===== config.mk =====
export PLATFORM = sky130hd
export DESIGN_NAME = irq_group2_request_enable
export DESIGN_NICKNAME = d
export VERILOG_FILES = /design/src/inc/irq_group2_pkg.sv /design/src/hdl/irq_group2_request_enable.sv /design/src/hdl/pin_edge_detect.sv
export SDC_FILE = /design/constraint.sdc
export NUM_CORES = 1
export LEC_CHECK = 0
export BUFFER_PORTS_ARGS = -buffer_cell sky130_fd_sc_hd__buf_2
export CORE_MARGIN = 4
export CORE_UTILIZATION = 55
export CTS_CLUSTER_SIZE = 28
export DETAILED_ROUTE_END_ITERATION = 7
export PLACE_DENSITY = 0.9
export SLEW_MARGIN = 15
export SYNTH_ARGS = -nofsm -noshare
export SYNTH_HDL_FRONTEND = slang
export SYNTH_SLANG_ARGS = --single-unit

===== constraint.sdc =====
create_clock -name mclk -period 8.25 [get_ports mclk]
set_input_delay 0.825 -clock mclk [delete_from_list [all_inputs] [get_ports mclk]]
set_output_delay 0.825 -clock mclk [all_outputs]
set_load 0.02 [all_outputs]

===== src/inc/irq_group2_pkg.sv =====
// Purpose: constants for the group-two interrupt request block
// Assumes: 12-bit register address, 8-bit data
// Notes: event status, enable and clear words sit beside the documented map
package irq_group2_pkg;
  localparam logic [11:0] ADDR_PENDING = 12'hFC6;
  localparam logic [11:0] ADDR_ENABLE_UPPER = 12'hFC7;
  localparam logic [11:0] ADDR_ENABLE_LOWER = 12'hFC8;
  localparam logic [11:0] ADDR_EDGE_SELECT = 12'hFC9;
  localparam logic [11:0] ADDR_EVENT_STATUS = 12'hFCA;
  localparam logic [11:0] ADDR_EVENT_ENABLE = 12'hFCB;
  localparam logic [11:0] ADDR_EVENT_CLEAR = 12'hFCC;
  localparam logic [11:0] ADDR_GLOBAL_CTRL = 12'hFCD;
  localparam int BIT_TIMER_THREE = 7;
  localparam int BIT_SERIAL_RX = 6;
  localparam int BIT_SERIAL_TX = 5;
  localparam int BIT_TRANSFER = 4;
  localparam int PORT_PINS = 4;
  localparam logic [7:0] RESET_BYTE = 8'h00;
  localparam logic [1:0] RESET_EVENTS = 2'h0;
  localparam int EVT_REQUEST = 0;
  localparam int EVT_OVERRUN = 1;
  typedef enum logic [1:0] {
    LEVEL_OFF = 2'b00,
    LEVEL_LOW = 2'b01,
    LEVEL_NOMINAL = 2'b10,
    LEVEL_HIGH = 2'b11
  } level_t;
endpackage


===== src/hdl/irq_group2_request_enable.sv =====
// Purpose: group-two interrupt request latching, enables and edge select
// Assumes: single clock mclk, synchronous srst, plain register port
// Notes: read data valid the cycle after the read strobe
`timescale 1ns/1ns
`default_nettype none
module irq_group2_request_enable (
  // clock and reset
  input wire logic mclk,
  input wire logic srst,
  // register port
  input wire logic [11:0] regAddr,
  input wire logic [7:0] regWdata,
  input wire logic regWrite,
  input wire logic regRead,
  output logic [7:0] regRdata,
  // request sources
  input wire logic timerThreeRequest,
  input wire logic serialRxRequest,
  input wire logic serialTxRequest,
  input wire logic transferRequest,
  input wire logic [irq_group2_pkg::PORT_PINS-1:0] portCPins,
  // core side
  output logic coreRequest,
  output irq_group2_pkg::level_t coreLevel,
  output logic [7:0] coreSources,
  // event interrupt
  output logic irqOut
);
  import irq_group2_pkg::*;

  ////////////////////////////////////////////////////////////////////////////
  // registers
  logic [7:0] group2_pending_requests;
  logic [7:0] group2_enable_upper_bits;
  logic [7:0] group2_enable_lower_bits;
  logic [PORT_PINS-1:0] pin_edge_select;
  logic globalEnable;
  logic [1:0] eventStatus;
  logic [1:0] eventEnable;

  ////////////////////////////////////////////////////////////////////////////
  // functions
  function automatic level_t levelOf(input logic upper, input logic lower);
    levelOf = level_t'({upper, lower});
  endfunction

  function automatic logic [1:0] levelRank(input level_t lvl);
    levelRank = lvl;
  endfunction

  ////////////////////////////////////////////////////////////////////////////
  // request sources
  logic [PORT_PINS-1:0] pinEdge;

  pin_edge_detect edgeUnit (
    .mclk(mclk),
    .srst(srst),
    .pinLevel(portCPins),
    .edgeSelect(pin_edge_select),
    .pinEdge(pinEdge)
  );

  wire [7:0] sourceRequest = {timerThreeRequest, serialRxRequest, serialTxRequest,
                              transferRequest, pinEdge};

  ////////////////////////////////////////////////////////////////////////////
  // decode
  wire hitPending = (regAddr == ADDR_PENDING);
  wire hitUpper = (regAddr == ADDR_ENABLE_UPPER);
  wire hitLower = (regAddr == ADDR_ENABLE_LOWER);
  wire hitEdge = (regAddr == ADDR_EDGE_SELECT);
  wire hitEvStatus = (regAddr == ADDR_EVENT_STATUS);
  wire hitEvEnable = (regAddr == ADDR_EVENT_ENABLE);
  wire hitEvClear = (regAddr == ADDR_EVENT_CLEAR);
  wire hitGlobal = (regAddr == ADDR_GLOBAL_CTRL);
  wire writePending = regWrite && hitPending;
  wire clearEvents = regWrite && hitEvClear;

  logic [7:0] readMux;
  always_comb begin
    if (hitPending) begin
      readMux = group2_pending_requests;
    end else if (hitUpper) begin
      readMux = group2_enable_upper_bits;
    end else if (hitLower) begin
      readMux = group2_enable_lower_bits;
    end else if (hitEdge) begin
      readMux = {4'h0, pin_edge_select};
    end else if (hitEvStatus) begin
      readMux = {6'h00, eventStatus};
    end else if (hitEvEnable) begin
      readMux = {6'h00, eventEnable};
    end else if (hitGlobal) begin
      readMux = {7'h00, globalEnable};
    end else begin
      readMux = RESET_BYTE;
    end
  end

  ////////////////////////////////////////////////////////////////////////////
  // pending latch: a new request wins over a software write of zero
  wire [7:0] next_pending = (writePending ? regWdata : group2_pending_requests)
                            | sourceRequest;

  always_ff @(posedge mclk) begin
    if (srst) begin
      group2_pending_requests <= RESET_BYTE;
    end else begin
      group2_pending_requests <= next_pending;
    end
  end

  always_ff @(posedge mclk) begin
    if (srst) begin
      group2_enable_upper_bits <= RESET_BYTE;
      group2_enable_lower_bits <= RESET_BYTE;
      pin_edge_select <= {PORT_PINS{1'b0}};
      globalEnable <= 1'b0;
      eventEnable <= RESET_EVENTS;
    end else if (regWrite) begin
      if (hitUpper) begin
        group2_enable_upper_bits <= regWdata;
      end
      if (hitLower) begin
        group2_enable_lower_bits <= regWdata;
      end
      if (hitEdge) begin
        pin_edge_select <= regWdata[PORT_PINS-1:0];
      end
      if (hitGlobal) begin
        globalEnable <= regWdata[0];
      end
      if (hitEvEnable) begin
        eventEnable <= regWdata[1:0];
      end
    end
  end

  always_ff @(posedge mclk) begin
    if (srst) begin
      regRdata <= RESET_BYTE;
    end else begin
      regRdata <= regRead ? readMux : RESET_BYTE;
    end
  end

  ////////////////////////////////////////////////////////////////////////////
  // priority selection toward the core
  wire [7:0] enabledPending = group2_pending_requests
                              & (group2_enable_upper_bits | group2_enable_lower_bits);

  level_t bestLevel;
  always_comb begin
    bestLevel = LEVEL_OFF;
    for (int i = 0; i < 8; i++) begin
      if (enabledPending[i] &&
          levelRank(levelOf(group2_enable_upper_bits[i], group2_enable_lower_bits[i]))
          > levelRank(bestLevel)) begin
        bestLevel = levelOf(group2_enable_upper_bits[i], group2_enable_lower_bits[i]);
      end
    end
  end

  wire forwardNow = globalEnable && (enabledPending != 8'h00);

  always_ff @(posedge mclk) begin
    if (srst) begin
      coreRequest <= 1'b0;
      coreLevel <= LEVEL_OFF;
      coreSources <= RESET_BYTE;
    end else begin
      coreRequest <= forwardNow;
      coreLevel <= forwardNow ? bestLevel : LEVEL_OFF;
      coreSources <= forwardNow ? enabledPending : RESET_BYTE;
    end
  end

  ////////////////////////////////////////////////////////////////////////////
  // event status: request latched, and request arriving on a set bit
  wire [1:0] eventSet;
  assign eventSet[EVT_REQUEST] = (sourceRequest != 8'h00);
  assign eventSet[EVT_OVERRUN] = ((sourceRequest & group2_pending_requests) != 8'h00);

  always_ff @(posedge mclk) begin
    if (srst) begin
      eventStatus <= RESET_EVENTS;
    end else begin
      eventStatus <= (eventStatus & ~(clearEvents ? regWdata[1:0] : 2'h0)) | eventSet;
    end
  end

  assign irqOut = (eventStatus & eventEnable) != 2'h0;

  ////////////////////////////////////////////////////////////////////////////
  // checks
  AST_SET_PENDING: assert property (@(posedge mclk) disable iff (srst)
    timerThreeRequest |=> group2_pending_requests[BIT_TIMER_THREE])
    else $error("timer request not latched");
  AST_PIN_PENDING: assert property (@(posedge mclk) disable iff (srst)
    (pinEdge != 4'h0) |=> ((group2_pending_requests[3:0] & $past(pinEdge)) == $past(pinEdge)))
    else $error("pin request not latched");
  AST_FORWARD: assert property (@(posedge mclk) disable iff (srst)
    (globalEnable && enabledPending != 8'h00) |=> coreRequest)
    else $error("enabled pending request not forwarded");
  AST_NO_FORWARD: assert property (@(posedge mclk) disable iff (srst)
    !globalEnable |=> !coreRequest && coreLevel == LEVEL_OFF)
    else $error("request forwarded while globally disabled");
  AST_READ_PENDING: assert property (@(posedge mclk) disable iff (srst)
    (regRead && hitPending && !$past(srst)) |=> regRdata == $past(group2_pending_requests))
    else $error("pending read wrong");
  AST_WRITE_UPPER: assert property (@(posedge mclk) disable iff (srst)
    (regWrite && hitUpper) ##1 (regRead && hitUpper && !regWrite)
    |=> regRdata == $past(regWdata, 2))
    else $error("enable upper readback wrong");
  AST_WRITE_LOWER: assert property (@(posedge mclk) disable iff (srst)
    (regWrite && hitLower) |=> group2_enable_lower_bits == $past(regWdata))
    else $error("enable lower not written");
  AST_RESET_ZERO: assert property (@(posedge mclk)
    srst |=> group2_pending_requests == 8'h00 && group2_enable_upper_bits == 8'h00)
    else $error("reset values wrong");
  AST_EDGE: assert property (@(posedge mclk) disable iff (srst)
    (pinEdge[0] == ((portCPins[0] && !$past(portCPins[0]) && !pin_edge_select[0]) ||
    (!portCPins[0] && $past(portCPins[0]) && pin_edge_select[0]))))
    else $error("pin edge wrong");
  AST_DISABLED: assert property (@(posedge mclk) disable iff (srst)
    (group2_enable_upper_bits == 8'h00 && group2_enable_lower_bits == 8'h00)
    |=> !coreRequest)
    else $error("disabled sources forwarded");
endmodule
`default_nettype wire


===== src/hdl/pin_edge_detect.sv =====
// Purpose: per-pin edge detection for port C request pins
// Assumes: pins synchronous to mclk
// Notes: edge select 0 = rising, 1 = falling
`timescale 1ns/1ns
`default_nettype none
module pin_edge_detect (
  // clock and reset
  input wire logic mclk,
  input wire logic srst,
  // pins
  input wire logic [irq_group2_pkg::PORT_PINS-1:0] pinLevel,
  input wire logic [irq_group2_pkg::PORT_PINS-1:0] edgeSelect,
  // request pulses
  output logic [irq_group2_pkg::PORT_PINS-1:0] pinEdge
);
  import irq_group2_pkg::*;
  logic [PORT_PINS-1:0] lastLevel;
  wire [PORT_PINS-1:0] riseSeen = pinLevel & ~lastLevel;
  wire [PORT_PINS-1:0] fallSeen = ~pinLevel & lastLevel;
  assign pinEdge = (riseSeen & ~edgeSelect) | (fallSeen & edgeSelect);
  always_ff @(posedge mclk) begin
    if (srst) begin
      lastLevel <= {PORT_PINS{1'b0}};
    end else begin
      lastLevel <= pinLevel;
    end
  end
endmodule
`default_nettype wire


After elaboration in Yosys (flattened, before gate mapping)
Cells that the tools add are included.

storage, ports and cells
  register bits = 56
  latch bits = 0
  bits in writable memories = 0
  bits in read-only memories = 0
  bits of input ports = 32
  output and inout port bits = 20
  word-level logic and storage cells = 85
  memories = 0

operators by class
  add/sub/neg operators = 0
  multipliers = 0
  div/mod/pow operators = 0
  order comparisons = 8
  equality and inequality tests = 8
  shift operators = 0
  muxes and demuxes = 17
  bitwise logic cells = 18
  reductions and logical operators = 22

operator list
  cell                    number
  $eq A12 B12 Y1 const B  8
  $mux W8                 4
  $reduce_bool A8 Y1      3
  $mux W2                 11
  $and A4 B4 Y4           4
  $and A8 B8 Y8           2
  $or A8 B8 Y8            2
  $gt A2 B2 Y1            7
  $not A4 Y4              3
  $logic_and A1 B1 Y1     11
  $reduce_and A2 Y1       5
  $and A2 B2 Y2           2
  $mux W4                 1
  $or A4 B4 Y4            1
  $reduce_or A2 Y1        2
  $gt A2 B1 Y1 const B    1
  $not A1 Y1              2
  $not A2 Y2              1
  $or A2 B2 Y2            1
  $reduce_bool A2 Y1      1
  $mux W1                 1

Longest topological paths before layout
Gate-level depths: netlist of run 1.

  depth in word-level cells = 25
  depth in mapped cells = 40
  mapped depth without buffers = 40

Hierarchy
A second synthesis of run 1 with hierarchy kept.

unflattened totals
  cells, all modules = 362
  area, all modules = 2919.0 µm²

by module, submodules not included
  module                     times used  cells an instance  area an instance (µm²)  seq. area each (µm²)
  irq_group2_request_enable  1           342                2723.9                  1041.0
  pin_edge_detect            1           20                 195.2                   80.1

Worst setup path before layout of run 1
OpenSTA, ideal clock, no wires.

  path type = reg-to-reg
  from = reg group2_pending_requests[0]
  to = reg coreLevel[0]
  library setup time = 0.126 ns
  data arrival time = 7.488 ns
  data required time = 8.124 ns
  setup slack = 0.636 ns
  stages on the path, launching flop included = 39
  buffers on the path = 0
  clock period less this slack = 7.614 ns
  cells stage by stage = dfxtp_1 -> and2_1 -> inv_1 -> ha_1 -> and2_4 -> a211o_4 -> mux2_4 -> ha_1 -> nor2_1 -> nor2_1 -> a211oi_1 -> nand2b_2 -> nand2_1 -> ha_1 -> nor2_1 -> nand3_1 -> a211oi_1 -> o31ai_1 -> [... 3 more ...] -> maj3_2 -> a32o_1 -> ha_1 -> or2_2 -> a21o_1 -> and4_1 -> a311oi_2 -> inv_1 -> ha_1 -> nor2_1 -> maj3_1 -> nand3_1 -> o21ai_1 -> ha_1 -> a211oi_1 -> nor2_1 -> a41oi_1 -> o21ai_1

on the way
  cells in the longest elaborated chain, start to end = 24
  elaborated cells on any way between the ends = 28
  those cells by class = 7 x order compare; 8 x mux; 2 x bitwise; 11 x reduce/logical

RTL lines
  item                    line                              text
  from (decl)             irq_group2_request_enable.sv:33   logic [7:0] group2_pending_requests;
  from (signal assigned)  irq_group2_request_enable.sv:109  group2_pending_requests <= next_pending;
  $and A8 B8 Y8 *         irq_group2_request_enable.sv:150  & (group2_enable_upper_bits | group2_enable_lower_bits);
  $logic_and A1 B1 Y1     irq_group2_request_enable.sv:156  if (enabledPending[i] &&
  $mux W2                 irq_group2_request_enable.sv:156
  $gt A2 B2 Y1            irq_group2_request_enable.sv:158  > levelRank(bestLevel)) begin
  $logic_and A1 B1 Y1     irq_group2_request_enable.sv:156
  $mux W2                 irq_group2_request_enable.sv:156
  $gt A2 B2 Y1            irq_group2_request_enable.sv:158
  $logic_and A1 B1 Y1     irq_group2_request_enable.sv:156
  [... 8 more ...]        n/a
  $logic_and A1 B1 Y1     irq_group2_request_enable.sv:156
  $mux W2                 irq_group2_request_enable.sv:156
  $gt A2 B2 Y1            irq_group2_request_enable.sv:158
  $logic_and A1 B1 Y1     irq_group2_request_enable.sv:156
  $mux W2                 irq_group2_request_enable.sv:156
  $gt A2 B2 Y1            irq_group2_request_enable.sv:158
  $logic_and A1 B1 Y1     irq_group2_request_enable.sv:156
  $mux W2                 irq_group2_request_enable.sv:156
  to (signal assigned)    irq_group2_request_enable.sv:173  coreLevel <= forwardNow ? bestLevel : LEVEL_OFF;
  to (decl)               irq_group2_request_enable.sv:24   output irq_group2_pkg::level_t coreLevel,

Mark *: on every way between the ends. The rest lies on a longest branch, timed or not.
A chain may end at the register's enable or synchronous reset.

Final worst setup path of run 1
Ends and elaborated chain as after synthesis.

==> results of run 1 <==
## path summary, 6_finish.rpt
kind / from / end / depth (start not counted)
max: group2_pending_requests[0]$_SDFF_PP0_ / coreLevel[0]$_SDFF_PP0_ / 38
min: pin_edge_select[1]$_SDFFE_PP0P_ / pin_edge_select[1]$_SDFFE_PP0P_ / 2
max reg2reg: group2_pending_requests[0]$_SDFF_PP0_ / coreLevel[0]$_SDFF_PP0_ / 38
min reg2reg: pin_edge_select[1]$_SDFFE_PP0P_ / pin_edge_select[1]$_SDFFE_PP0P_ / 2
## worst max-delay path: cells and delay by family (launching register included)
kind / cells / cell delay (ps)
buffers and inverters: 2 / 200
AOI/OAI and AO/OA: 13 / 2520
DFF: 1 / 370
and+or+nand+nor: 13 / 1760
muxes: 1 / 330
adders and majority gates: 9 / 2670
## stage by stage
| stage | power (mW) | hold WS (ps) |
|---|---|---|
| after CTS | 0.492 | 495 |
| after global placement | 0.317 | 471 |
| after floorplan | 0.301 | 454 |
| after global routing | 0.508 | 522 |
| final | 0.496 | 496 |
| after detailed placement | 0.318 | 481 |
## placed cells by master, fill, tap and decap left out, types with 3 or more instances in the layout
cell	n
sky130_fd_sc_hd__dfxtp_1	54
sky130_fd_sc_hd__buf_2	51
sky130_fd_sc_hd__nand2_1	43
sky130_fd_sc_hd__a21oi_1	34
sky130_fd_sc_hd__nor2_1	29
sky130_fd_sc_hd__nand3_1	26
sky130_fd_sc_hd__inv_1	14
sky130_fd_sc_hd__o21ai_0	14
sky130_fd_sc_hd__buf_4	14
sky130_fd_sc_hd__a211oi_1	12
sky130_fd_sc_hd__a22oi_1	10
sky130_fd_sc_hd__nand2b_1	7
sky130_fd_sc_hd__and3_1	7
sky130_fd_sc_hd__nor2b_1	7
sky130_fd_sc_hd__ha_1	7
sky130_fd_sc_hd__clkbuf_8	5
sky130_fd_sc_hd__a211oi_2	4
sky130_fd_sc_hd__nor2_2	4
sky130_fd_sc_hd__nand4_1	4
sky130_fd_sc_hd__a22o_1	3
sky130_fd_sc_hd__nor3_1	3
sky130_fd_sc_hd__a31oi_1	3
sky130_fd_sc_hd__mux2i_1	3
sky130_fd_sc_hd__nand3b_1	3
## power by group
part	switching [mW]	internal, mW
clock network	0.0934	0.0899
registers	0.00668	0.275
logic	0.0187	0.0131
## kinds of logic after synthesis
logic type | synth area share
buffers and inverters | 0.0390
AO/OA/AOI/OAI | 0.250
AND/OR/NAND/NOR | 0.256
adder cells (fa/ha/maj) | 0.0464
multiplexers | 0.0195
flip-flops | 0.389
## layout make-up
type | instances | area [sq um] | area share
clock buffer | 5 | 68.8 | 0.0199
multi-input combinational | 269 | 1720 | 0.495
tap | 70 | 87.6 | 0.0253
timing repair buffer | 65 | 360 | 0.104
sequential | 56 | 1130 | 0.326
inverter | 15 | 60.1 | 0.0173
clock inverter | 3 | 42.5 | 0.0123
## repair_timing
item | in CTS | in global routing
buffers inserted | 0 | 13
setup endpoints to repair | 1 | 2
resized for setup | 2 | 17
pin swaps | 0 | 13
## per-layer routing
metal | vias up | part of all wire | GRT usage
met2 | 160 | 0.50 | 0.436
met5 | - | 0 | 0
met4 | 0 | 0.030 | 0.0912
met3 | 28 | 0.075 | 0.0527
met1 | 1405 | 0.40 | 0.300
li1 | 1402 | - | -
## flip-flops by register name (all words and copies together), names as in the netlist
name	count
edgeUnit.lastLevel	4
regRdata	8
group2_pending_requests	8
eventStatus	2
group2_enable_lower_bits	8
pin_edge_select	4
eventEnable	2
coreSources	8
coreLevel	2
globalEnable	1
coreRequest	1
group2_enable_upper_bits	8
==> results.txt, run 1 <==
The number of vias after detailed routing is 2995. Once routing completed, OpenROAD measured the worst setup slack at 360 ps. The average wire per cell in the routed design is 17.1 microns. At the worst endpoint, the arrival time is 8160 ps. The worst vdd rail ir drop came out at 0.000135 V. The commonest cells after synthesis are sky130_fd_sc_hd__dfxtp_1 (56), sky130_fd_sc_hd__nand2_1 (43), sky130_fd_sc_hd__a21oi_1 (34). The final weighted congestion of routability-driven global placement is 0.877. The mapped netlist covers 0.00288 sq mm. The share of the core filled with cells in the final layout is 0.678. The min-delay analysis places its worst path in the category register to register. The die covers 0.00647 sq mm. The number of I/O port buffers is 51. The number of synthesized register bits came out at 56. The number of global-route vias before repair is 2775.

The insertion delay of the later-clocked pin in the worst-skew pair came out at 330 ps. The average cell area after synthesis came out at 8.15 sq um. The die span in y is 80.4 microns. The startpoint class of the critical path is a register. Yosys attributes the largest share of cell area to sky130_fd_sc_hd__dfxtp_1 (39%), sky130_fd_sc_hd__a21oi_1 (5.9%), sky130_fd_sc_hd__nand2_1 (5.6%). TritonCTS built the clock tree.

The residual DRC count came out at 0. The cts-stage hold buffer count came out at 0. The area growth from synthesis to layout is 20.1%. The area inside the core boundary came out at 0.00511 sq mm. The top-level port count came out at 52. The setup slack on the worst flop-to-flop path came out at 360 ps. The portion of synthesized cell area occupied by the leading cell type came out at 0.389. The flow ran to the end, and the final reports show no timing, DRC or antenna violations.

The total power divided by cell area came out at 143 mW/mm^2. The number of placement rows came out at 26. After routing the design area is 0.00346 sq mm.

The type of destination of the critical path is a register. In this run, placement finished with an instance count of 462. The number of antenna violations at the first check in global routing was 0. The first global-routing pass estimated 12.7 mm of wire. The level count of the clock H-tree came out at 2.

The via count normalized by instance count is 6.20. The number of routed nets with antenna violations came out at 0. Of the cells placed in the final design, the portion with a size suffix greater than 1 is 0.257. The post-detailed-placement half-perimeter wirelength is 5.60 mm.

The global router's overall resource usage came out at 0.250. The maximum net fanout on the critical path came out at 5. Once layout is complete, the cells apart from fillers number 483.

The final layout contains 453 nets. The root buffer cell chosen for the clock tree is sky130_fd_sc_hd__clkbuf_8. The detailed-router iteration count before antenna repair came out at 5. The clock skew came out at 6.81 ps. After detailed placement, the total cell area comes to 0.00318 sq mm. The number of pins with negative max-slew slack in the final report is 0. Counting flops with an async set or reset pin after synthesis yields a share of 0.

The die span in x is 80.4 microns. Setup violations remaining at the end of the flow were counted as 0. The count of max-cap constraint violations came out at 0.

The count of cell types in the netlist is 58. The actual transition at the worst max-transition pin came out at 1110 ps. The clock transition at the registers of the reported paths is 100 ps.

The headroom to the max-slew limit is 0.260. For this run the aggregate overflow at the end of global routing stands at 0. The count of fill cells added during filler insertion is 406. The maximum clock path buffer count is 2.

The portion of the clock cycle consumed by the worst path in the final layout is 0.956. Data on the critical path is required at its endpoint by 8520 ps. In this design, the stage delay of the slowest critical-path cell is 370 ps.

The number of enable flip-flop cells after synthesis is 0. The starting density of the core is 0.565. The dominant cell type by count on the critical path is sky130_fd_sc_hd__ha_1. The maximum number of pins on one net before global-route repair came out at 40.

The shortest clock period the worst path allows after layout came out at 7890 ps. Summed over all instances, the cell type with the most area after synthesis is sky130_fd_sc_hd__dfxtp_1. The critical path's slowest cell is sky130_fd_sc_hd__dfxtp_4. The final sum of negative setup slack came out at 0 ps. The final routed wirelength across all metal layers is 8.24 mm. The clock buffer count from CTS came out at 5.

During synthesis, Yosys emitted a total of 0 warnings. The CTS sink count came out at 56. The maximum operating frequency came out at 127 MHz. The number of nets in the synthesized netlist is 395. The most common cell in the synthesized netlist is sky130_fd_sc_hd__dfxtp_1.

The setup path with the least slack is of type register to register. Synthesis produced 354 cells. Of the synthesized area, sequential elements account for 0.389. The DRC marker count from the first detailed-route iteration is 269. The total count of hold-check failures in the final report came out at 0. For this design the static power due to leakage is 1.32 nW. Among all flip-flop cells after synthesis, the most frequent one is sky130_fd_sc_hd__dfxtp_1. The worst setup timing slack at the placement stage is 10.7 ps. The number of antenna diodes in the final layout is 0.
No activity file was read; power rests on OpenSTA's default activity.
==> run 2: changes to the inputs <==
--- a/config.mk
+++ b/config.mk
@@ -5,11 +5,12 @@
 export SDC_FILE = /design/constraint.sdc
 export NUM_CORES = 1
 export LEC_CHECK = 0
-export BUFFER_PORTS_ARGS = -buffer_cell sky130_fd_sc_hd__buf_2
 export CORE_MARGIN = 4
-export CORE_UTILIZATION = 55
+export CORE_UTILIZATION = 63
 export CTS_CLUSTER_SIZE = 28
 export DETAILED_ROUTE_END_ITERATION = 7
+export DONT_BUFFER_PORTS = 1
+export MAX_ROUTING_LAYER = met4
 export PLACE_DENSITY = 0.9
 export SLEW_MARGIN = 15
 export SYNTH_ARGS = -nofsm -noshare
==> results.txt, run 2 (same netlist as run 1, synthesis figures left out) <==
The final weighted congestion of routability-driven global placement came out at 0.903 (was 0.877). The worst vdd rail ir drop is 0.000117 V (was 0.000135 V). The starting density of the core is 0.658 (was 0.565). The insertion delay of the later-clocked pin in the worst-skew pair was 310 ps (was 330 ps). The number of pins with negative max-slew slack in the final report is 0 (unchanged). The maximum clock path buffer count came out at 2 (unchanged). The cts-stage hold buffer count is 0 (unchanged). The origin of the critical flop-to-flop path is group2_enable_upper_bits[0]$_SDFFE_PP0P_ (was group2_pending_requests[0]$_SDFF_PP0_).

The antenna cell count came to 0 (unchanged). The footprint of the multi-input gates was 0.00174 sq mm (was 0.00172 sq mm). The remaining global-route overflow came out at 0 (unchanged). The number of antenna violations at the first check in global routing came out at 0 (unchanged). The final routed wirelength across all metal layers came out at 7.50 mm (was 8.24 mm). The maximum number of pins on one net before global-route repair came out at 40 (unchanged). The critical path's slowest cell is sky130_fd_sc_hd__maj3_1 (was sky130_fd_sc_hd__dfxtp_4). The total setup violations reported at the end of the flow was 0 (unchanged). The area of the die came out at 0.00572 sq mm (was 0.00647 sq mm). The type of destination of the critical path was a register (unchanged). The largest stage delay on the critical path came out at 390 ps (was 370 ps).

The kind of critical path is register to register (unchanged). The number of global-route vias before repair came out at 2541 (was 2775). The end point of the worst hold path is pin_edge_select[0]$_SDFFE_PP0P_ (was pin_edge_select[1]$_SDFFE_PP0P_). The maximum net fanout on the critical path is 6 (was 5). The global router's overall resource usage is 0.267 (was 0.250). The actual transition at the worst max-transition pin was 1100 ps (was 1110 ps). Outcome: finished, final reports clean (unchanged). The area taken by flip-flops and latches came out at 0.00113 sq mm (about the same).

The layout overhead on the synthesized area came out at 9.15% (was 20.1%). The total power divided by cell area came out at 141 mW/mm^2 (was 143 mW/mm^2). The area inside the core boundary came out at 0.00438 sq mm (was 0.00511 sq mm). The detailed-router iteration count before antenna repair came to 5 (unchanged). The clock skew is 11.9 ps (was 6.81 ps). The total number of nets in the final design came out at 397 (was 453).

The final hold slack came out at 496 ps (about the same). The clock buffer count from CTS is 5 (unchanged). The post-detailed-placement half-perimeter wirelength came out at 5.03 mm (was 5.60 mm). The dominant cell type by count on the critical path is sky130_fd_sc_hd__ha_1 (unchanged). The via count normalized by instance count came to 6.70 (was 6.20). The number of placement rows is 24 (was 26). The worst setup timing slack at the placement stage came out at -40.6 ps (was 10.7 ps). The setup slack of the critical path after layout is 169 ps (was 360 ps). The clock transition at the registers of the reported paths is 100 ps (about the same). The maximum operating frequency is 124 MHz (was 127 MHz). The die span in x came out at 75.7 microns (was 80.4 microns). The level count of the clock H-tree came out at 2 (unchanged). The DRC marker count from the first detailed-route iteration came out at 247 (was 269). The hold path startpoint was pin_edge_select[0]$_SDFFE_PP0P_ (was pin_edge_select[1]$_SDFFE_PP0P_). The shortest clock period the worst path allows after layout came to 8080 ps (was 7890 ps).

The wire length of the first global-routing pass is 11.6 mm (was 12.7 mm). The setup slack on the worst flop-to-flop path is 170 ps (was 360 ps). The CTS sink count is 56 (unchanged). The commonest non-fill, non-tap cell in the layout is sky130_fd_sc_hd__dfxtp_1 (unchanged). The headroom to the max-slew limit is 0.264 (was 0.260). The die span in y was 75.7 microns (was 80.4 microns).

The total count of hold-check failures in the final report came out at 0 (unchanged). The destination of the worst register-to-register timing path is coreLevel[0]$_SDFF_PP0_ (unchanged). The data arrival time at the worst-slack endpoint came out at 8280 ps (was 8160 ps). The path type of the worst min-delay path is register to register (unchanged). Most frequent cells in the layout: sky130_fd_sc_hd__dfxtp_1 (54), sky130_fd_sc_hd__nand2_1 (43), sky130_fd_sc_hd__a21oi_1 (33) (was sky130_fd_sc_hd__dfxtp_1 (54), sky130_fd_sc_hd__buf_2 (51), sky130_fd_sc_hd__nand2_1 (43)).

The residual DRC count came out at 0 (unchanged). The number of routed nets with antenna violations came to 0 (unchanged). The top-level port count came out at 52 (unchanged).

The count of max-cap constraint violations is 0 (unchanged). The startpoint class of the critical path is a register (unchanged). The number of I/O port buffers is 0 (was 51). The count of fill cells added during filler insertion was 344 (was 406). The leakage power summed over all cells is 1.05 nW (was 1.32 nW). The number of stages on the worst hold path is 2 (unchanged). The CTS tree is yes (unchanged). The root buffer selected by CTS is sky130_fd_sc_hd__clkbuf_8 (unchanged). The ratio of cells with drive above 1 in the final layout is 0.146 (was 0.257). The average wire per cell in the routed design was 18.3 microns (was 17.1 microns). The number of vias after detailed routing came to 2739 (was 2995). The data required time at the worst endpoint came out at 8440 ps (was 8520 ps). The logic depth of the worst register-to-register path came to 38 (unchanged).

The portion of the clock cycle consumed by the worst path in the final layout came out at 0.980 (was 0.956).
## run 2: worst max-delay path by stage
| stage | slack (ps) | to | startpoint |
|---|---|---|---|
| 3_3_place_gp | 170 | coreLevel[0]$_SDFF_PP0_ | group2_pending_requests[0]$_SDFF_PP0_ |
| 4_1_cts | 40 | coreLevel[0]$_SDFF_PP0_ | group2_pending_requests[0]$_SDFF_PP0_ |
| 6_report | 170 | coreLevel[0]$_SDFF_PP0_ | group2_enable_upper_bits[0]$_SDFFE_PP0P_ |
| 2_1_floorplan | 640 | coreLevel[0]$_SDFF_PP0_ | group2_pending_requests[0]$_SDFF_PP0_ |
| 5_1_grt | -160 | coreLevel[0]$_SDFF_PP0_ | group2_pending_requests[0]$_SDFF_PP0_ |
| 3_5_place_dp | -40 | coreLevel[0]$_SDFF_PP0_ | group2_pending_requests[0]$_SDFF_PP0_ |
## run 2: layer usage
metal | wire length, microns | track usage
met4 | 221 | 0.0932
met3 | 648 | 0.0462
met5 | 0 | -
met2 | 3690 | 0.453
met1 | 2940 | 0.319
## run 2: final cells by class
| class | instances | share of cell area |
|---|---|---|
| Clock buffer | 6 | 0.0231 |
| Clock inverter | 2 | 0.00517 |
| Inverter | 15 | 0.0191 |
| Multi-Input combinational cell | 269 | 0.553 |
| Sequential cell | 56 | 0.358 |
| Tap cell | 52 | 0.0207 |
| Timing Repair Buffer | 9 | 0.0215 |
## run 2: power breakdown
| part | leakage, nW | internal (mW) | switching (mW) | total (mW) |
|---|---|---|---|---|
| clock network | 0.0414 | 0.0605 | 0.0866 | 0.147 |
| registers | 0.456 | 0.275 | 0.00654 | 0.281 |
| logic | 0.554 | 0.00759 | 0.00694 | 0.0145 |
| total | 1.05 | 0.343 | 0.100 | 0.443 |
## run 2: timing repair
action,CTS,global route
buffers inserted,0,8
resized for setup,4,18
endpoints found under the setup margin,1,2
pin swaps,1,9
## run 2: through the flow
step / cells / power [mW] / instance area [sq um] / TNS, ps / util
detailed placement: 393 / 0.302 / 2900 / -40.6 / 0.662
global placement: 393 / 0.301 / 2900 / 0 / 0.662
CTS: 401 / 0.443 / 3000 / 0 / 0.684
floorplan: 354 / 0.301 / 2880 / 0 / -
global route: 409 / 0.458 / 3150 / -198 / 0.718
finish: 409 / 0.443 / 3150 / 0 / 0.718
## run 2: critical path, delay by kind of cell, from the launching register on
kind,cells,cell delay (ps)
buf+inv,3,350
fa+ha+maj,9,2690
flops,1,380
compound gates,14,2780
simple gates,11,1380
mux,1,350
==> run 3: changes to the inputs <==
--- a/config.mk
+++ b/config.mk
@@ -5,6 +5,7 @@
 export SDC_FILE = /design/constraint.sdc
 export NUM_CORES = 1
 export LEC_CHECK = 0
+export ABC_AREA = 1
 export CORE_MARGIN = 4
 export CORE_UTILIZATION = 63
 export CTS_CLUSTER_SIZE = 28
==> results.txt, run 3 <==
The number of antenna violations at the first check in global routing is 0 (unchanged). The portion of synthesized cell area occupied by the leading cell type came out at 0.359 (was 0.389). The final weighted congestion of routability-driven global placement came out at 0.951 (was 0.903). The number of global-route vias before repair is 2624 (was 2541). The data arrival time at the worst-slack endpoint came to 7130 ps (was 8280 ps). Outcome: finished, final reports clean (unchanged).

The CTS sink count is 56 (unchanged). The final routed wirelength across all metal layers is 7.33 mm (was 7.50 mm). The number of vias after detailed routing is 2783 (was 2739). The wire length of the first global-routing pass is 12.0 mm (was 11.6 mm). The number of routed nets with antenna violations was 0 (unchanged). The top-level port count is 52 (unchanged). The number of standard cells in the final layout excluding fillers came out at 487 (was 409). The post-synthesis instance area is 0.00313 sq mm (was 0.00288 sq mm).

The post-detailed-placement half-perimeter wirelength is 5.79 mm (was 5.03 mm). The area share of and/or/nand/nor cells after synthesis is 0.256 (about the same). The worst vdd rail ir drop is 0.000165 V (was 0.000117 V). The total setup violations reported at the end of the flow is 0 (unchanged). The count of fill cells added during filler insertion is 417 (was 344). The maximum number of pins on one net before global-route repair is 33 (was 40). The area of all placed cells without fillers came out at 0.00325 sq mm (was 0.00315 sq mm). The shortest clock period the worst path allows after layout came out at 6920 ps (was 8080 ps).

The cts-stage hold buffer count is 0 (unchanged). The total setup buffers inserted after CTS is 0 (unchanged). The via count normalized by instance count is 5.71 (was 6.70).

The number of gates given a new drive strength after cts came out at 0 (was 4). The primary flip-flop cell chosen by synthesis mapping is sky130_fd_sc_hd__dfxtp_1 (unchanged). The root buffer selected by CTS was sky130_fd_sc_hd__clkbuf_8 (unchanged). The detailed-router iteration count before antenna repair came out at 5 (unchanged). The top cell type by total area after synthesis was sky130_fd_sc_hd__dfxtp_1 (unchanged).

The kind of critical path is register to register (unchanged). The portion of the post-synthesis area used by sequential elements was 0.359 (was 0.389). The global router's overall resource usage is 0.252 (was 0.267).

The count of cell types in the netlist is 44 (was 58). The average cell area after synthesis is 7.48 sq um (was 8.15 sq um). The headroom to the max-slew limit came out at 0.403 (was 0.264). The count of max-cap constraint violations came to 0 (unchanged).

The actual transition at the worst max-transition pin came to 894 ps (was 1100 ps). The remaining global-route overflow is 0 (unchanged). The area inside the core boundary came out at 0.00475 sq mm (was 0.00438 sq mm). The post-synthesis share of cell area spent on full adders, half adders and majority gates is 0.0360 (was 0.0464). The number of I/O port buffers came to 0 (unchanged).

The worst setup timing slack at the placement stage came out at 1450 ps (was -40.6 ps). Setup repair after global routing left no endpoint under its margin. The compound-cell area share of the yosys netlist came to 0.221 (was 0.250). The number of synthesized register bits was 56 (unchanged). Most frequent cells in the layout: sky130_fd_sc_hd__inv_1 (85), sky130_fd_sc_hd__dfxtp_1 (56), sky130_fd_sc_hd__nand2_1 (42) (was sky130_fd_sc_hd__dfxtp_1 (54), sky130_fd_sc_hd__nand2_1 (43), sky130_fd_sc_hd__a21oi_1 (33)).

Synth top area cells: sky130_fd_sc_hd__dfxtp_1 (36%), sky130_fd_sc_hd__inv_1 (10%), sky130_fd_sc_hd__o21ai_0 (6.4%) (was sky130_fd_sc_hd__dfxtp_1 (39%), sky130_fd_sc_hd__a21oi_1 (5.9%), sky130_fd_sc_hd__nand2_1 (5.6%)). The insertion delay of the later-clocked pin in the worst-skew pair is 310 ps (about the same). The ratio of cells with drive above 1 in the final layout is 0.129 (was 0.146). The level count of the clock H-tree is 2 (unchanged). The starting density of the core is 0.657 (was 0.658).

The path type of the worst min-delay path was register to register (unchanged). The count of synthesis-stage warnings from yosys was 0 (unchanged). The area after detailed placement came to 0.00316 sq mm (was 0.00290 sq mm). The type of destination of the critical path is a register (unchanged). The commonest non-fill, non-tap cell in the layout was sky130_fd_sc_hd__inv_1 (was sky130_fd_sc_hd__dfxtp_1).

Leading cell types by count after synthesis: sky130_fd_sc_hd__inv_1 (85), sky130_fd_sc_hd__dfxtp_1 (56), sky130_fd_sc_hd__nand2_1 (42) (was sky130_fd_sc_hd__dfxtp_1 (56), sky130_fd_sc_hd__nand2_1 (43), sky130_fd_sc_hd__a21oi_1 (34)). The count of mapped cells out of synthesis is 418 (was 354). The total power divided by cell area came to 142 mW/mm^2 (was 141 mW/mm^2). The critical path's slowest cell was sky130_fd_sc_hd__dfxtp_1 (was sky130_fd_sc_hd__maj3_1). The die span in y is 78.4 microns (was 75.7 microns). The setup slack of the critical path after layout came out at 1330 ps (was 169 ps).

The layout overhead on the synthesized area was 4.08% (was 9.15%). The maximum clock path buffer count came to 2 (unchanged). The CTS tree is yes (unchanged). The residual DRC count came to 0 (unchanged).

The data required time at the worst endpoint came out at 8460 ps (was 8440 ps). The startpoint class of the critical path is a register (unchanged). The number of enable flip-flop cells after synthesis came out at 0 (unchanged). The DRC marker count from the first detailed-route iteration is 244 (was 247). The portion of the clock cycle consumed by the worst path in the final layout is 0.839 (was 0.980). The clock transition at the registers of the reported paths is 100 ps (about the same).

The number of placement rows was 25 (was 24). The combinational family with the most area after synthesis is simple AND/OR/NAND/NOR gates (unchanged). The clock skew is 7.18 ps (was 11.9 ps). The average wire per cell in the routed design is 15.1 microns (was 18.3 microns). The post-synth net total came to 459 (was 395). The maximum operating frequency is 145 MHz (was 124 MHz). The post-synthesis async set-or-reset flop share is 0 (unchanged).

The most common cell in the synthesized netlist is sky130_fd_sc_hd__inv_1 (was sky130_fd_sc_hd__dfxtp_1). The number of pins with negative max-slew slack in the final report came out at 0 (unchanged). The leakage power summed over all cells is 1.48 nW (was 1.05 nW). The dominant cell type by count on the critical path was sky130_fd_sc_hd__nand2_1 (was sky130_fd_sc_hd__ha_1).

The total instance count after detailed placement came out at 479 (was 393). The maximum net fanout on the critical path came to 5 (was 6). The total count of hold-check failures in the final report came to 0 (unchanged). The final sum of negative setup slack is 0 ps (unchanged). The xor and xnor area share after synthesis is 0 (unchanged).

The die span in x came out at 78.4 microns (was 75.7 microns). The largest stage delay on the critical path came out at 400 ps (was 390 ps). The area of the die was 0.00615 sq mm (was 0.00572 sq mm). The antenna cell count came out at 0 (unchanged). The clock buffer count from CTS came to 5 (unchanged).

The share of synthesized area spent on multiplexers came out at 0 (was 0.0195). The total number of nets in the final design is 460 (was 397).
run 3: changes by cell type after synthesis, sizes merged, moves of 7 or more:
| cell | before | now |
|---|---|---|
| a211oi | 17 | 0 |
| a22oi | 10 | 0 |
| and3 | 7 | 0 |
| clkbuf | 10 | 3 |
| inv | 15 | 92 |
| nand2b | 9 | 0 |
| nor2 | 34 | 45 |
| nor2b | 7 | 0 |
| o21ai | 18 | 54 |
run 3: worst max-delay path: cells and delay by family, from the launching register on:
kind                     cells  cell delay (ps)
buffers and inverters        8              420
AND/OR/NAND/NOR             27             3080
adder cells (fa/ha/maj)      7             1900
AO/OA/AOI/OAI                6             1020
flip-flops                   1              400
run 3: report_power, final:
group          switching (mW)  internal (mW)
sequential            0.00435          0.275
clock                  0.0927         0.0605
combinational          0.0204        0.00793
total                   0.118          0.343
run 3: kinds of logic (layout without fill, tap and decap cells):
kind of cell / Yosys count / after routing
AOI/OAI and AO/OA: 114 / 114
adders and majority gates: 9 / 9
buffers and inverters: 98 / 100
DFF: 56 / 56
and+or+nand+nor: 141 / 141
run 3: final timing paths:
check                                                            from                        end  slack (ps)  depth (start not counted)
worst max-delay path            group2_pending_requests[0]$_SDFF_PP0_    coreLevel[1]$_SDFF_PP0_        1330                         48
worst min-delay path                        eventStatus[1]$_SDFF_PP0_  eventStatus[1]$_SDFF_PP0_         540                          2
worst max register to register  group2_pending_requests[0]$_SDFF_PP0_    coreLevel[1]$_SDFF_PP0_        1330                         48
worst min register to register              eventStatus[1]$_SDFF_PP0_  eventStatus[1]$_SDFF_PP0_         540                          2
run 3: cell type report:
cell class / count / area (sq um) / area share
sequential: 56 / 1120 / 0.345
inverter: 92 / 355 / 0.109
clock inverter: 3 / 21.3 / 0.00654
multi-input combinational: 264 / 1600 / 0.493
tap: 67 / 83.8 / 0.0258
clock buffer: 5 / 68.8 / 0.0212
run 3: layer usage:
layer	global-route usage	part of all wire
met4	0.0804	0.019
met5	-	0
met1	0.327	0.44
met3	0.0459	0.076
met2	0.400	0.46
run 3: through the flow:
step | util | hold slack, ps | power [mW]
4_1_cts | 0.684 | 532 | 0.461
2_1_floorplan | - | 474 | 0.307
6_report | 0.684 | 537 | 0.461
3_5_place_dp | 0.665 | 517 | 0.313
3_3_place_gp | 0.665 | 511 | 0.312
5_1_grt | 0.684 | 556 | 0.475
